`src/include/via_defs.svh`:
```
`ifndef VIA_DEFS_SVH
`define VIA_DEFS_SVH
// Register addresses on the special register port
`define VIA_ADDR_RISE  16'hFF48
`define VIA_ADDR_FALL  16'hFF49
`define VIA_ADDR_PRM   16'hFF70
`define VIA_ADDR_PSW   16'hFF1E
`define VIA_ADDR_REQ0  16'hFFE0
`define VIA_ADDR_REQ1  16'hFFE1
`define VIA_ADDR_REQ2  16'hFFE2
`define VIA_ADDR_MSK0  16'hFFE4
`define VIA_ADDR_MSK1  16'hFFE5
`define VIA_ADDR_MSK2  16'hFFE6
`define VIA_ADDR_PRI0  16'hFFE8
`define VIA_ADDR_PRI1  16'hFFE9
`define VIA_ADDR_PRI2  16'hFFEA
// Reset values
`define VIA_RST_EDGE   8'h00
`define VIA_RST_PRM    8'h00
`define VIA_RST_PSW    8'h02
`define VIA_RST_MSKPRI 19'h7FFFF
// Field positions
`define VIA_IEN_BIT    7
`define VIA_INSV_BIT   1
`define VIA_EDGE_BITS  3
`define VIA_UPPER_ONES 8'hF8
// Source numbering, equal to fixed default priority
`define VIA_NSRC       19
`define VIA_SRC_WDT    0
`define VIA_SRC_CAP0   3
`define VIA_SRC_PIN0   6
// Vectors
`define VIA_VEC_BASE   16'h0004
`define VIA_VEC_NMI    16'h0004
`define VIA_VEC_TRAP   16'h003E
`endif

```
`src/include/via_pkg.sv`:
```
`default_nettype none
package via_pkg;
  // Kind of acknowledged interrupt
  typedef enum logic [1:0] {
    VIA_KIND_NMI  = 2'h0,
    VIA_KIND_MASK = 2'h1,
    VIA_KIND_SOFT = 2'h2
  } via_kind_type;
  // Acknowledge state of the device end
  typedef enum logic [2:0] {
    VIA_A_IDLE = 3'h1,
    VIA_A_DLY  = 3'h2,
    VIA_A_WAIT = 3'h4
  } via_ack_type;
  // Stacking state of the sequencer end
  typedef enum logic [4:0] {
    VIA_S_IDLE = 5'h01,
    VIA_S_PSW  = 5'h02,
    VIA_S_PCH  = 5'h04,
    VIA_S_PCL  = 5'h08,
    VIA_S_JMP  = 5'h10
  } via_seq_type;
endpackage : via_pkg
`default_nettype wire

```
`src/include/via_link_if.sv`:
```
`default_nettype none
interface via_link_if;
  logic                    bnd;       // Instruction boundary pulse
  logic                    hold;      // Boundary follows a hold instruction or a return
  logic                    trap;      // Boundary ends a trap instruction
  logic                    interrupt_return_instr;      // Interrupt return executed
  logic                    break_return_instr;      // Break return executed
  logic [15:0]             reg_addr;
  logic [7:0]              reg_wdata;
  logic [7:0]              reg_bitmask;
  logic                    reg_we;
  logic                    reg_re;
  logic [7:0]              reg_rdata;
  logic                    ack;       // Acknowledge pulse
  via_pkg::via_kind_type   ack_kind;
  logic [15:0]             ack_vec;
  logic [7:0]              status_word;       // Live status word
  logic                    ack_done;  // Stacking finished
  modport dev (input bnd, hold, trap, interrupt_return_instr, break_return_instr, reg_addr, reg_wdata, reg_bitmask,
               input reg_we, reg_re, ack_done,
               output reg_rdata, ack, ack_kind, ack_vec, status_word);
  modport seq (output bnd, hold, trap, interrupt_return_instr, break_return_instr, reg_addr, reg_wdata, reg_bitmask,
               output reg_we, reg_re, ack_done,
               input reg_rdata, ack, ack_kind, ack_vec, status_word);
endinterface : via_link_if
`default_nettype wire

```
`src/logic/via_dev.sv`:
```
// How it works
// - Pin edge: rising/falling enable pair selects
// - Edge enables reset zero, upper bits zero
// - Capture edge code: fall, rise, both
// - Prescaler register resets zero, byte writes only
// - Change capture edges only with timer stopped
// - Software writes ones to third priority upper
// - Watchdog mode one needs its priority one
// - Status word resets to 02H
// - Status word byte, bit, push/pop, returns
// - Non-maskable taken regardless, outranks maskable, yields to trap
// - Non-maskable: push, clear both flags, vector
// - Nested non-maskable waits return plus one
// - Many non-maskable during service: one kept
// - Maskable: request, unmasked, enabled, priority check
// - Maskable latency 7-32 or 8-33 clocks
// - Higher programmed level, then default order
// - Pending maskable stays latched until taken
// - Maskable: push, clear enable, copy priority
// - Trap always taken, vector 003EH
// - Trap handlers end with break return
// - Default priority 0 highest to 18
// - Request flag set by source, cleared by ack
//
// Added by the designer: the strobed register port.
`include "via_defs.svh"
`default_nettype none
module via_dev #(
  parameter int NSRC = `VIA_NSRC
) (
  input  wire logic            i_clk_sys,
  input  wire logic            i_arst_n,
  input  wire logic [NSRC-1:0] i_src_pulse,
  input  wire logic [2:0]      i_ext_pin,
  input  wire logic [2:0]      i_capture_pin,
  input  wire logic            i_wdt_overflow,
  input  wire logic            i_wdt_nmi_mode,
  output logic                 o_nmi_busy,
  via_link_if.dev              lnk
);
  logic [5:0]      pin_s1_r;
  logic [5:0]      pin_s2_r;
  logic [5:0]      pin_d_r;
  logic [5:0]      rise;
  logic [5:0]      fall;
  logic [2:0]      rise_en_r;
  logic [2:0]      fall_en_r;
  logic [7:0]      prm_r;
  logic [7:0]      psw_r;
  logic [NSRC-1:0] req_r;
  logic [NSRC-1:0] msk_r;
  logic [NSRC-1:0] pri_r;
  logic [NSRC-1:0] fire;
  logic [NSRC-1:0] req_clr;
  logic [NSRC-1:0] elig;
  logic [NSRC-1:0] hi_set;
  logic [NSRC-1:0] lo_set;
  logic [23:0]     req_w;
  logic [23:0]     msk_w;
  logic [23:0]     pri_w;
  logic [4:0]      hi_idx;
  logic [4:0]      lo_idx;
  logic            sel_pr_r;
  logic            nmi_pend_r;
  logic            nmi_busy_r;
  logic            nmi_take;
  logic            wr;
  logic            full;
  via_pkg::via_ack_type  st_r;
  via_pkg::via_kind_type kind_r;

  // Bit-masked write merge, shared by all byte registers except PRM
  function automatic logic [7:0] merge(input logic [7:0] old_v, input logic [7:0] wd,
                                       input logic [7:0] m);
    merge = (old_v & ~m) | (wd & m);
  endfunction : merge

  // Lowest set index wins, so default order follows numbering
  function automatic logic [4:0] first_set(input logic [NSRC-1:0] v);
    first_set = 5'h1F;
    for (int i = NSRC - 1; i >= 0; i--) begin
      if (v[i]) begin
        first_set = 5'(i);
      end
    end
  endfunction : first_set

  // Pins come from outside: two flops, then a history flop
  always_ff @(posedge i_clk_sys or negedge i_arst_n) begin
    if (!i_arst_n) begin
      pin_s1_r <= 6'h00;
      pin_s2_r <= 6'h00;
      pin_d_r  <= 6'h00;
    end else begin
      pin_s1_r <= {i_capture_pin, i_ext_pin};
      pin_s2_r <= pin_s1_r;
      pin_d_r  <= pin_s2_r;
    end
  end
  assign rise = pin_s2_r & ~pin_d_r;
  assign fall = ~pin_s2_r & pin_d_r;

  // Source events; pins and captures replace their pulse inputs
  always_comb begin
    fire = i_src_pulse;
    fire[`VIA_SRC_WDT] = i_src_pulse[`VIA_SRC_WDT] | (i_wdt_overflow & ~i_wdt_nmi_mode);
    for (int n = 0; n < 3; n++) begin
      fire[`VIA_SRC_PIN0 + n] = (rise_en_r[n] & rise[n]) | (fall_en_r[n] & fall[n]);
      case (prm_r[2 + 2 * n +: 2])
        2'h0:    fire[`VIA_SRC_CAP0 + n] = fall[3 + n];
        2'h1:    fire[`VIA_SRC_CAP0 + n] = rise[3 + n];
        2'h3:    fire[`VIA_SRC_CAP0 + n] = rise[3 + n] | fall[3 + n];
        default: fire[`VIA_SRC_CAP0 + n] = 1'b0; // Prohibited code detects nothing
      endcase
    end
  end

  assign wr   = lnk.reg_we;
  assign full = (lnk.reg_bitmask == 8'hFF);
  assign req_w = {merge(8'(req_r[NSRC-1:16]), lnk.reg_wdata, lnk.reg_bitmask),
                  merge(req_r[15:8], lnk.reg_wdata, lnk.reg_bitmask),
                  merge(req_r[7:0], lnk.reg_wdata, lnk.reg_bitmask)};
  assign msk_w = {merge(8'(msk_r[NSRC-1:16]), lnk.reg_wdata, lnk.reg_bitmask),
                  merge(msk_r[15:8], lnk.reg_wdata, lnk.reg_bitmask),
                  merge(msk_r[7:0], lnk.reg_wdata, lnk.reg_bitmask)};
  assign pri_w = {merge(8'(pri_r[NSRC-1:16]), lnk.reg_wdata, lnk.reg_bitmask),
                  merge(pri_r[15:8], lnk.reg_wdata, lnk.reg_bitmask),
                  merge(pri_r[7:0], lnk.reg_wdata, lnk.reg_bitmask)};

  // Edge enables and capture modes
  always_ff @(posedge i_clk_sys or negedge i_arst_n) begin
    if (!i_arst_n) begin
      rise_en_r <= 3'(`VIA_RST_EDGE);
      fall_en_r <= 3'(`VIA_RST_EDGE);
      prm_r     <= `VIA_RST_PRM;
    end else if (wr) begin
      if (lnk.reg_addr == `VIA_ADDR_RISE) begin
        rise_en_r <= 3'(merge(8'(rise_en_r), lnk.reg_wdata, lnk.reg_bitmask));
      end
      if (lnk.reg_addr == `VIA_ADDR_FALL) begin
        fall_en_r <= 3'(merge(8'(fall_en_r), lnk.reg_wdata, lnk.reg_bitmask));
      end
      if (lnk.reg_addr == `VIA_ADDR_PRM && full) begin
        prm_r <= lnk.reg_wdata;
      end
    end
  end

  // Mask and priority banks
  always_ff @(posedge i_clk_sys or negedge i_arst_n) begin
    if (!i_arst_n) begin
      msk_r <= `VIA_RST_MSKPRI;
      pri_r <= `VIA_RST_MSKPRI;
    end else if (wr) begin
      case (lnk.reg_addr)
        `VIA_ADDR_MSK0: msk_r[7:0]       <= msk_w[7:0];
        `VIA_ADDR_MSK1: msk_r[15:8]      <= msk_w[15:8];
        `VIA_ADDR_MSK2: msk_r[NSRC-1:16] <= msk_w[NSRC-1:16];
        `VIA_ADDR_PRI0: pri_r[7:0]       <= pri_w[7:0];
        `VIA_ADDR_PRI1: pri_r[15:8]      <= pri_w[15:8];
        `VIA_ADDR_PRI2: pri_r[NSRC-1:16] <= pri_w[NSRC-1:16];
        default: ;
      endcase
    end
  end

  // Request flags: set beats write and acknowledge clear
  always_ff @(posedge i_clk_sys or negedge i_arst_n) begin
    if (!i_arst_n) begin
      req_r <= '0;
    end else begin
      req_r <= (req_r & ~req_clr) | fire;
      if (wr && lnk.reg_addr == `VIA_ADDR_REQ0) begin
        req_r[7:0] <= (req_w[7:0] & ~req_clr[7:0]) | fire[7:0];
      end
      if (wr && lnk.reg_addr == `VIA_ADDR_REQ1) begin
        req_r[15:8] <= (req_w[15:8] & ~req_clr[15:8]) | fire[15:8];
      end
      if (wr && lnk.reg_addr == `VIA_ADDR_REQ2) begin
        req_r[NSRC-1:16] <= (req_w[NSRC-1:16] & ~req_clr[NSRC-1:16]) | fire[NSRC-1:16];
      end
    end
  end

  // Maskable eligibility and two-level selection
  assign elig   = req_r & ~msk_r;
  assign hi_set = elig & ~pri_r & {NSRC{psw_r[`VIA_IEN_BIT]}};
  assign lo_set = elig & pri_r & {NSRC{psw_r[`VIA_IEN_BIT] & psw_r[`VIA_INSV_BIT]}};
  assign hi_idx = first_set(hi_set);
  assign lo_idx = first_set(lo_set);
  // Hold instructions and returns delay the decision one boundary
  assign nmi_take = nmi_pend_r & ~nmi_busy_r & ~lnk.hold;

  // Acknowledge sequencing at instruction boundaries
  always_ff @(posedge i_clk_sys or negedge i_arst_n) begin
    if (!i_arst_n) begin
      st_r      <= via_pkg::VIA_A_IDLE;
      kind_r    <= via_pkg::VIA_KIND_MASK;
      sel_pr_r  <= 1'b0;
      req_clr   <= '0;
      lnk.ack     <= 1'b0;
      lnk.ack_vec <= 16'h0000;
    end else begin
      lnk.ack <= 1'b0;
      req_clr <= '0;
      case (st_r)
        via_pkg::VIA_A_IDLE: begin
          if (lnk.bnd) begin
            if (lnk.trap) begin
              kind_r      <= via_pkg::VIA_KIND_SOFT;
              lnk.ack_vec <= `VIA_VEC_TRAP;
              lnk.ack     <= 1'b1;
              st_r        <= via_pkg::VIA_A_WAIT;
            end else if (nmi_take) begin
              kind_r      <= via_pkg::VIA_KIND_NMI;
              lnk.ack_vec <= `VIA_VEC_NMI;
              lnk.ack     <= 1'b1;
              st_r        <= via_pkg::VIA_A_WAIT;
            end else if (!lnk.hold && (|hi_set || |lo_set)) begin
              kind_r      <= via_pkg::VIA_KIND_MASK;
              sel_pr_r    <= ~(|hi_set);
              lnk.ack_vec <= `VIA_VEC_BASE + {10'h000, ((|hi_set) ? hi_idx : lo_idx), 1'b0};
              req_clr[(|hi_set) ? hi_idx : lo_idx] <= 1'b1;
              lnk.ack     <= |hi_set;
              // Low level answers one clock later than high
              st_r        <= (|hi_set) ? via_pkg::VIA_A_WAIT : via_pkg::VIA_A_DLY;
            end
          end
        end
        via_pkg::VIA_A_DLY: begin
          lnk.ack <= 1'b1;
          st_r    <= via_pkg::VIA_A_WAIT;
        end
        via_pkg::VIA_A_WAIT: begin
          if (lnk.ack_done) begin
            st_r <= via_pkg::VIA_A_IDLE;
          end
        end
        default: begin
          st_r <= via_pkg::VIA_A_IDLE;
        end
      endcase
    end
  end
  assign lnk.ack_kind = kind_r;

  // Non-maskable pending and in-service; repeats collapse to one
  always_ff @(posedge i_clk_sys or negedge i_arst_n) begin
    if (!i_arst_n) begin
      nmi_pend_r <= 1'b0;
      nmi_busy_r <= 1'b0;
    end else begin
      if (st_r == via_pkg::VIA_A_IDLE && lnk.bnd && !lnk.trap && nmi_take) begin
        nmi_pend_r <= 1'b0;
        nmi_busy_r <= 1'b1;
      end else if (lnk.interrupt_return_instr) begin
        nmi_busy_r <= 1'b0;
      end
      if (i_wdt_overflow && i_wdt_nmi_mode) begin
        nmi_pend_r <= 1'b1;
      end
    end
  end
  assign o_nmi_busy = nmi_busy_r;

  // Status word; stacking end beats a software write
  always_ff @(posedge i_clk_sys or negedge i_arst_n) begin
    if (!i_arst_n) begin
      psw_r <= `VIA_RST_PSW;
    end else if (st_r == via_pkg::VIA_A_WAIT && lnk.ack_done) begin
      psw_r[`VIA_IEN_BIT] <= 1'b0;
      if (kind_r == via_pkg::VIA_KIND_NMI) begin
        psw_r[`VIA_INSV_BIT] <= 1'b0;
      end else if (kind_r == via_pkg::VIA_KIND_MASK) begin
        // Level latched at decision; a priority write while stacking cannot alter it
        psw_r[`VIA_INSV_BIT] <= sel_pr_r;
      end
    end else if (wr && lnk.reg_addr == `VIA_ADDR_PSW) begin
      psw_r <= merge(psw_r, lnk.reg_wdata, lnk.reg_bitmask);
    end
  end
  assign lnk.status_word = psw_r;

  // Read data one cycle after the strobe; unmapped reads zero
  always_ff @(posedge i_clk_sys or negedge i_arst_n) begin
    if (!i_arst_n) begin
      lnk.reg_rdata <= 8'h00;
    end else if (lnk.reg_re) begin
      case (lnk.reg_addr)
        `VIA_ADDR_RISE: lnk.reg_rdata <= {5'h00, rise_en_r};
        `VIA_ADDR_FALL: lnk.reg_rdata <= {5'h00, fall_en_r};
        `VIA_ADDR_PRM:  lnk.reg_rdata <= prm_r;
        `VIA_ADDR_PSW:  lnk.reg_rdata <= psw_r;
        `VIA_ADDR_REQ0: lnk.reg_rdata <= req_r[7:0];
        `VIA_ADDR_REQ1: lnk.reg_rdata <= req_r[15:8];
        `VIA_ADDR_REQ2: lnk.reg_rdata <= {5'h00, req_r[NSRC-1:16]};
        `VIA_ADDR_MSK0: lnk.reg_rdata <= msk_r[7:0];
        `VIA_ADDR_MSK1: lnk.reg_rdata <= msk_r[15:8];
        `VIA_ADDR_MSK2: lnk.reg_rdata <= {5'h1F, msk_r[NSRC-1:16]};
        `VIA_ADDR_PRI0: lnk.reg_rdata <= pri_r[7:0];
        `VIA_ADDR_PRI1: lnk.reg_rdata <= pri_r[15:8];
        `VIA_ADDR_PRI2: lnk.reg_rdata <= {5'h1F, pri_r[NSRC-1:16]};
        default:        lnk.reg_rdata <= 8'h00;
      endcase
    end else begin
      lnk.reg_rdata <= 8'h00;
    end
  end
endmodule : via_dev
`default_nettype wire

```
`src/flat_wrapper.sv`:
```
// flat-port wrapper written by rule: the top's interface ports become plain ports
module via_dev_flat 
#(
  parameter int NSRC = `VIA_NSRC
)
  (i_clk_sys, i_arst_n, i_src_pulse, i_ext_pin, i_capture_pin, i_wdt_overflow, i_wdt_nmi_mode, o_nmi_busy, lnk_bnd, lnk_hold, lnk_trap, lnk_interrupt_return_instr, lnk_break_return_instr, lnk_reg_addr, lnk_reg_wdata, lnk_reg_bitmask, lnk_reg_we, lnk_reg_re, lnk_ack_done, lnk_reg_rdata, lnk_ack, lnk_ack_kind, lnk_ack_vec, lnk_status_word);
  via_link_if lnk_i ();
  input  wire logic i_clk_sys;
  input  wire logic i_arst_n;
  input  wire logic [NSRC-1:0] i_src_pulse;
  input  wire logic [2:0] i_ext_pin;
  input  wire logic [2:0] i_capture_pin;
  input  wire logic i_wdt_overflow;
  input  wire logic i_wdt_nmi_mode;
  output logic o_nmi_busy;
  input wire logic [$bits(lnk_i.bnd)-1:0] lnk_bnd;
  input wire logic [$bits(lnk_i.hold)-1:0] lnk_hold;
  input wire logic [$bits(lnk_i.trap)-1:0] lnk_trap;
  input wire logic [$bits(lnk_i.interrupt_return_instr)-1:0] lnk_interrupt_return_instr;
  input wire logic [$bits(lnk_i.break_return_instr)-1:0] lnk_break_return_instr;
  input wire logic [$bits(lnk_i.reg_addr)-1:0] lnk_reg_addr;
  input wire logic [$bits(lnk_i.reg_wdata)-1:0] lnk_reg_wdata;
  input wire logic [$bits(lnk_i.reg_bitmask)-1:0] lnk_reg_bitmask;
  input wire logic [$bits(lnk_i.reg_we)-1:0] lnk_reg_we;
  input wire logic [$bits(lnk_i.reg_re)-1:0] lnk_reg_re;
  input wire logic [$bits(lnk_i.ack_done)-1:0] lnk_ack_done;
  output wire logic [$bits(lnk_i.reg_rdata)-1:0] lnk_reg_rdata;
  output wire logic [$bits(lnk_i.ack)-1:0] lnk_ack;
  output wire logic [$bits(lnk_i.ack_kind)-1:0] lnk_ack_kind;
  output wire logic [$bits(lnk_i.ack_vec)-1:0] lnk_ack_vec;
  output wire logic [$bits(lnk_i.status_word)-1:0] lnk_status_word;
  assign lnk_i.bnd = lnk_bnd;
  assign lnk_i.hold = lnk_hold;
  assign lnk_i.trap = lnk_trap;
  assign lnk_i.interrupt_return_instr = lnk_interrupt_return_instr;
  assign lnk_i.break_return_instr = lnk_break_return_instr;
  assign lnk_i.reg_addr = lnk_reg_addr;
  assign lnk_i.reg_wdata = lnk_reg_wdata;
  assign lnk_i.reg_bitmask = lnk_reg_bitmask;
  assign lnk_i.reg_we = lnk_reg_we;
  assign lnk_i.reg_re = lnk_reg_re;
  assign lnk_i.ack_done = lnk_ack_done;
  assign lnk_reg_rdata = lnk_i.reg_rdata;
  assign lnk_ack = lnk_i.ack;
  assign lnk_ack_kind = lnk_i.ack_kind;
  assign lnk_ack_vec = lnk_i.ack_vec;
  assign lnk_status_word = lnk_i.status_word;
  via_dev #(.NSRC(NSRC)) u_core (.i_clk_sys(i_clk_sys), .i_arst_n(i_arst_n), .i_src_pulse(i_src_pulse), .i_ext_pin(i_ext_pin), .i_capture_pin(i_capture_pin), .i_wdt_overflow(i_wdt_overflow), .i_wdt_nmi_mode(i_wdt_nmi_mode), .o_nmi_busy(o_nmi_busy), .lnk(lnk_i));
endmodule
```
`config.mk`:
```
export PLATFORM = sky130hd
export DESIGN_NAME = via_dev_flat
export DESIGN_NICKNAME = d
export VERILOG_FILES = /design/src/include/via_pkg.sv /design/src/include/via_link_if.sv /design/src/logic/via_dev.sv /design/src/flat_wrapper.sv
export VERILOG_INCLUDE_DIRS = /design/src /design/src/include
export SDC_FILE = /design/constraint.sdc
export NUM_CORES = 1
export LEC_CHECK = 0
export ABC_AREA = 1
export BUFFER_PORTS_ARGS = -buffer_cell sky130_fd_sc_hd__buf_2
export CELL_PAD_IN_SITES_DETAIL_PLACEMENT = 1
export CELL_PAD_IN_SITES_GLOBAL_PLACEMENT = 2
export CORE_ASPECT_RATIO = 0.6
export CORE_MARGIN = 5
export CORE_UTILIZATION = 36
export DETAILED_ROUTE_END_ITERATION = 12
export GPL_ROUTABILITY_DRIVEN = 0
export PLACE_DENSITY_LB_ADDON = 0.1
export SYNTH_ARGS = -nofsm -noshare
export SYNTH_HDL_FRONTEND = slang
export SYNTH_SLANG_ARGS = --single-unit
```
`constraint.sdc`:
```
create_clock -name i_clk_sys -period 4.95 [get_ports i_clk_sys]
set_input_delay 0 -clock i_clk_sys [delete_from_list [all_inputs] [get_ports i_clk_sys]]
set_output_delay 0 -clock i_clk_sys [all_outputs]
set_load 0.01 [all_outputs]
```
# Yosys cells after proc, flatten, opt, wreduce, memory -nomap -nowiden
# Index checks and enable logic that the tools add are counted.
# Widths: inputs -> output; s select.
[word_totals]
latch_bits = 0
word_cells = 249
in_bits = 69
ram_bits = 0
n_memories = 0
ff_bits = 149
romBits = 0
output_inout_bits = 36
[op_classes]
order_cmp = 2
n_mux = 81
addsub = 1
n_shift = 0
eq_ne = 28
div = 0
n_mul = 0
reduce_logical = 39
bitwise = 73
[ops]
columns = ["cell", "n"]
rows = [
  ["$eq 16x16->1 const B", 13],
  ["$mux 5", 33],
  ["$and 19x19->19", 6],
  ["$pmux 8 s13", 1],
  ["$mux 19", 5],
  ["$and 8x8->8", 10],
  ["$or 8x8->8", 9],
  ["$not 19->19", 3],
  ["$mux 16", 3],
  ["$reduce_or 19->1", 2],
  ["$mux 8", 4],
  ["$mux 4", 6],
  ["$not 8->8", 3],
  ["$reduce_and 2->1", 11],
  ["$mux 3", 7],
  ["$or 19x19->19", 1],
  ["$and 3x3->3", 6],
  ["$or 3x3->3", 6],
  ["$mux 1", 13],
  ["$and 6x6->6", 2],
  ["$logic_and 1x1->1", 12],
  ["$not 6->6", 2],
  ["$and 1x1->1", 10],
  ["$pmux 1 s3", 3],
  ["other kinds (26)", 53],
]

# Logic depth before layout (Yosys ltp)
[depth]
ltp_word = 33
mapped_depth = 25
depth_no_buf = 24

# Worst setup path after synthesis
# No wires, ideal clock.
[synth_path]
path_kind = "register -> register"
from = "register u_core.psw_r[7], in the netlist u_core.lnk.status_word[7]"
to = "register u_core.lnk.ack_vec[4]"
t_required_ps = 4822
t_arrival_ps = 2065
path_buffers = 1
stages_incl_launch_ff = 17
setup_slack_ps = 2757
synth_period_minus_slack_ps = 2193
setup_ps = 128
path_cell_list = "dfrtp_1 inv_2 buf_6 nor2_1 nand2_1 and2_4 nand2_2 nor2_2 nand2_4 nor2_8 inv_2 nand2_1 nand2_1 ha_1 o21ai_0 a21o_1 a2bb2oi_1"
[synth_via]
elab_chain_cells = 26
elab_cells_between_ends = 52
cone_classes = "1 x add/sub; 42 x mux; 3 x bitwise; 6 x reduce/logical"
[synth_rtl]
columns = ["element", "line", "source"]
rows = [
  ["from (decl)", "via_dev.sv:49", "logic [7:0] psw_r;"],
  ["from (signal assigned)", "via_dev.sv:269", "psw_r <= `VIA_RST_PSW;"],
  ["from (signal, indexed assignment)", "via_dev.sv:276", "psw_r[`VIA_INSV_BIT] <= sel_pr_r;"],
  ["from (signal assigned)", "via_dev.sv:279", "psw_r <= merge(psw_r, lnk.reg_wdata, lnk.reg_bitmask);"],
  ["$and 1x1->1", "via_dev.sv:188", "assign lo_set = elig & pri_r & {NSRC{psw_r[`VIA_IEN_BIT] & psw_r[`VIA_INSV_BIT]}};"],
  ["$and 19x19->19", "via_dev.sv:188", ""],
  ["$mux 4 (3 in a row)", "via_dev.sv:82", "if (v[i]) begin"],
  ["$mux 5 (16 in a row)", "via_dev.sv:82", ""],
  ["$mux 5", "via_dev.sv:222", "lnk.ack_vec <= `VIA_VEC_BASE + {10'h000, ((|hi_set) ? hi_idx : lo_idx), 1'b0};"],
  ["$add 3x6->7 (no line)", "n/a", ""],
  ["$mux 16", "via_dev.sv:219", "end else if (!lnk.hold && (|hi_set || |lo_set)) begin"],
  ["$mux 16", "via_dev.sv:214", "end else if (nmi_take) begin"],
  ["$mux 16", "via_dev.sv:209", "if (lnk.trap) begin"],
  ["to (signal assigned)", "via_dev.sv:211", "lnk.ack_vec <= `VIA_VEC_TRAP;"],
  ["to (signal assigned)", "via_dev.sv:216", "lnk.ack_vec <= `VIA_VEC_NMI;"],
  ["to (signal assigned)", "via_dev.sv:222", ""],
  ["to (decl)", "via_link_if.sv:21", "output reg_rdata, ack, ack_kind, ack_vec, status_word);"],
]
# Several ways; a longest one is shown, not always the timed one. The select of a mux whose other input is x is not followed.
# A chain may end at the register's enable or synchronous reset.

# Worst setup path in the final report
[layout_path]
from = "register u_core.psw_r[7], in the netlist u_core.lnk.status_word[7]"
to = "register u_core.lnk.ack_vec[3]"
# The elaborated chain is that of the path after synthesis.

==> results.sh <==
export IMPL_initialDrtViolationCount=501
export IMPL_design_die_area_um2=23520
export IMPL_finish_net_count=1157
export IMPL_worstPathMaxFanout=14
export IMPL_cpMostUsedCell="sky130_fd_sc_hd__nand2_1"
export IMPL_worstSetupPathType="flip-flop to flip-flop"
export IMPL_clkSlewWorstSetupHoldPaths_ps=60
export IMPL_grt_antenna_before_repair=0
export IMPL_buffer_ports_inserted=87
export IMPL_pwr_share_clk=0.465
export IMPL_crit_path_start_kind="flip-flop"
export IMPL_die_width_um=194.7
export IMPL_remaining_drc_errors=0
export IMPL_synthFlopType="sky130_fd_sc_hd__dfrtp_1"
export IMPL_cts_root_buf="sky130_fd_sc_hd__clkbuf_16"
export IMPL_worst_hold_slack_ps=55.05
export IMPL_min_delay_path_class="primary input to flip-flop"
export IMPL_hold_buffers=56
export IMPL_total_negative_slack_for_setup_checks_ps=0
export IMPL_pin_count=105
export IMPL_seq_area_frac_synth=0.4790
export IMPL_grt_setup_unrepaired="no"
export IMPL_synthesized_flop_and_latch_total=139
export IMPL_period_share=0.6615
export IMPL_initial_utilization=0.3671
export IMPL_synth_to_final_area_change_pct=25.44
export IMPL_grt_start_max_net_pins=87
export IMPL_fmaxAchievable_mhz=305.4
export IMPL_tightest_slew_ps=1186
export IMPL_quantity_of_gates_resized_following_cts=0
export IMPL_tritoncts="done"
export IMPL_clock_sinks=139
export IMPL_cp_required_ps=5270
export IMPL_synthesized_cell_area_um2=7368
export IMPL_slowest_stage="sky130_fd_sc_hd__dfrtp_1"
export IMPL_global_route_total_usage_across_every_layer=0.2481
export IMPL_critical_path_endpoint_type="flip-flop"
export IMPL_routedWlPerCell_um=20.78
export IMPL_grt_overflow_total=0
export IMPL_detail_route_antenna_nets=0
export IMPL_leakage_power_nw=4.507
export IMPL_ys_warnings_count=0
export IMPL_detailed_routed_wire_length_on_met2_um=11330
export IMPL_final_max_slew_viol_count=0
export IMPL_power_net_switching_uw=807.4
export IMPL_routed_wl_um=28430
export IMPL_grt_pass1_wl_um=44010
export IMPL_synthCells=930
export IMPL_vias_per_cell=5.175
export IMPL_postCtsSetupBuffers=0
export IMPL_clk_latency_ps=440
export IMPL_cell_internal_pwr_mw=2.142
export IMPL_mean_area_per_synthesized_cell_um2=7.923
export IMPL_rows=40
export IMPL_comb_power_share=0.115
export IMPL_number_of_buffers_inserted_during_clock_tree_synthesis=17
export IMPL_synth_enable_flop_cells=0
export IMPL_design_core_area_um2=20070
export IMPL_worst_path_dominant_cell_family="buffers and inverters"
export IMPL_cts_max_level=4
export IMPL_ordered_list_of_cells_on_the_worst_path="inv_2 > nor2_1 > nand2_1 > nand2_1 > nor2_1 > nand2_1 > inv_2 > nand2_4 > nor2_8 > inv_2 > o21ai_2 > ha_1 > nand2_1 > a2bb2oi_1 > dlygate4sd3_1"
export IMPL_sum_of_met3_wire_segment_lengths_after_detailed_routing_um=1964
export IMPL_cap_viol_max_count=0
export IMPL_setup_violations=0
export IMPL_result_of_the_run="finished clean"
export IMPL_clk_path_buf_depth=2
export IMPL_power_density_nw_per_um2=319.1
export IMPL_wl_met1_um=14700
export IMPL_timing_critical_path_arrival_ps=3600
export IMPL_netlist_cell_type_count=52
export IMPL_detailedPlacementHpwl_um=21390
export IMPL_max_stage_delay_ps=600
export IMPL_layout_drive_gt1_share=0.1846
export IMPL_synthArstFlopShare=1.000
export IMPL_seqPwrFrac=0.420
export IMPL_timing_slew_headroom=0.2067
export IMPL_worst_clock_skew_ps=11.31
export IMPL_finalHoldViolations=0
export IMPL_via_count=7079
export IMPL_first_global_vias=7305
export IMPL_fillers=2446
export IMPL_floorplan_die_height_um=120.8
export IMPL_p_sw_frac=0.2738
export IMPL_dr_pass1_iters=5
export IMPL_critPathBufInv=4
export IMPL_final_period_minus_worst_setup_slack_ps=3274
export IMPL_max_vdd_ir_drop_v=0.0002703
export IMPL_dr_max_layer_used="met4"
==> power by group through the flow <==
stage / Clock [mW] / Combinational (mW) / Sequential, mW
detailed placement: 0 / 0.298 / 1.26
CTS: 1.39 / 0.341 / 1.24
floorplan: 0 / 0.143 / 1.27
global placement: 0 / 0.294 / 1.26
finish: 1.37 / 0.339 / 1.24
global route: 1.45 / 0.378 / 1.25
==> metrics by stage <==
stage	cells	utilization	setup slack, ps	power [mW]	instance area, µm²
after floorplan	939	-	2757	1.412	7402
after global placement	1279	0.4021	1940	1.551	8069
after detailed placement	1279	0.4021	1883	1.556	8069
after CTS	1367	0.4604	1672	2.972	9240
after global routing	1367	0.4604	1388	3.071	9240
final	1368	0.4605	1676	2.949	9243
==> cell usage after synthesis (all sizes together), types with 3 or more instances <==
master,number,area [µm²]
ha,7,87.58
o22ai,8,50.05
o21bai,14,105.1
and2,3,21.27
mux2i,3,30.03
nand4,10,62.56
dfrtp,98,2452
nor3,10,77.57
inv,118,445.4
buf,15,117.6
a31oi,13,96.34
dfstp,41,1077
o221ai,4,35.03
nor2,98,430.4
o21ai,89,460.4
a21oi,15,75.07
a22oi,16,120.1
nand2,277,1070
clkbuf,9,33.78
a211oi,6,45.04
nor4,5,31.28
a221oi,9,78.83
o211ai,4,30.03
nand3,44,230.2
==> cell families (layout without fill, tap and decap cells) <==
kind of cell	Yosys count	in the layout	synth area share
mux	3	3	0.004076
fa+ha+maj	7	7	0.01189
simple gates	449	449	0.2629
other cells	1	11	0.0005089
buf+inv	143	298	0.08151
compound gates	188	188	0.1601
flops	139	139	0.4790
==> cells in the final DEF, fill, tap and decap left out, drive strengths merged, types with 4 or more instances in the layout <==
cell type,synthesis,routed
a211oi,6,6
a21oi,15,15
a221oi,9,9
a22oi,16,16
a31oi,13,13
buf,15,91
clkbuf,9,18
conb,1,10
dfrtp,98,98
dfstp,41,41
dlygate4sd3,0,56
ha,7,7
inv,118,125
nand2,277,277
nand3,44,44
nand4,10,10
nor2,98,98
nor3,10,10
nor4,5,5
o211ai,4,4
o21ai,89,89
o21bai,14,14
o221ai,4,4
o22ai,8,8
==> per-layer routing <==
metal | vias up | GRT usage
met5 | - | 0
met4 | 0 | 0.06453
met3 | 29 | 0.06878
met2 | 193 | 0.3435
met1 | 3512 | 0.3776
li1 | 3345 | -
==> final cells by class <==
| cell class | instances | area [µm²] | area share |
|---|---|---|---|
| sequential | 139 | 3530 | 0.3819 |
| multi-input combinational | 657 | 3277 | 0.3545 |
| timing repair buffer | 147 | 1032 | 0.1117 |
| inverter | 119 | 449.2 | 0.04860 |
| clock buffer | 18 | 429.2 | 0.04643 |
| tap | 273 | 341.6 | 0.03696 |
| clock inverter | 14 | 181.4 | 0.01963 |
| antenna | 1 | 2.502 | 0.0002707 |
==> worst min-delay path, delay by kind of cell <==
kind,cells,cell delay [ps]
and+or+nand+nor,2,180
AOI/OAI and AO/OA,1,100
buffers and inverters,1,150
==> path summary, 6_finish.rpt <==
path / startpoint / end / slack [ps] / depth (start not counted)
max: u_core.lnk.status_word[7] / u_core.lnk.ack_vec[3] / 1680 / 15
min: lnk_reg_addr[1] / u_core.lnk.reg_rdata[3] / 60 / 4
max reg2reg: u_core.lnk.status_word[7] / u_core.lnk.ack_vec[3] / 1680 / 15
min reg2reg: u_core.pin_s1_r[3] / u_core.pin_s2_r[3] / 350 / 0
max in group asynchronous: i_arst_n / u_core.req_clr[15] / 3530 / 3
min in group asynchronous: i_arst_n / u_core.pin_s1_r[0] / 180 / 2
Power figures use the tool's default switching activity.
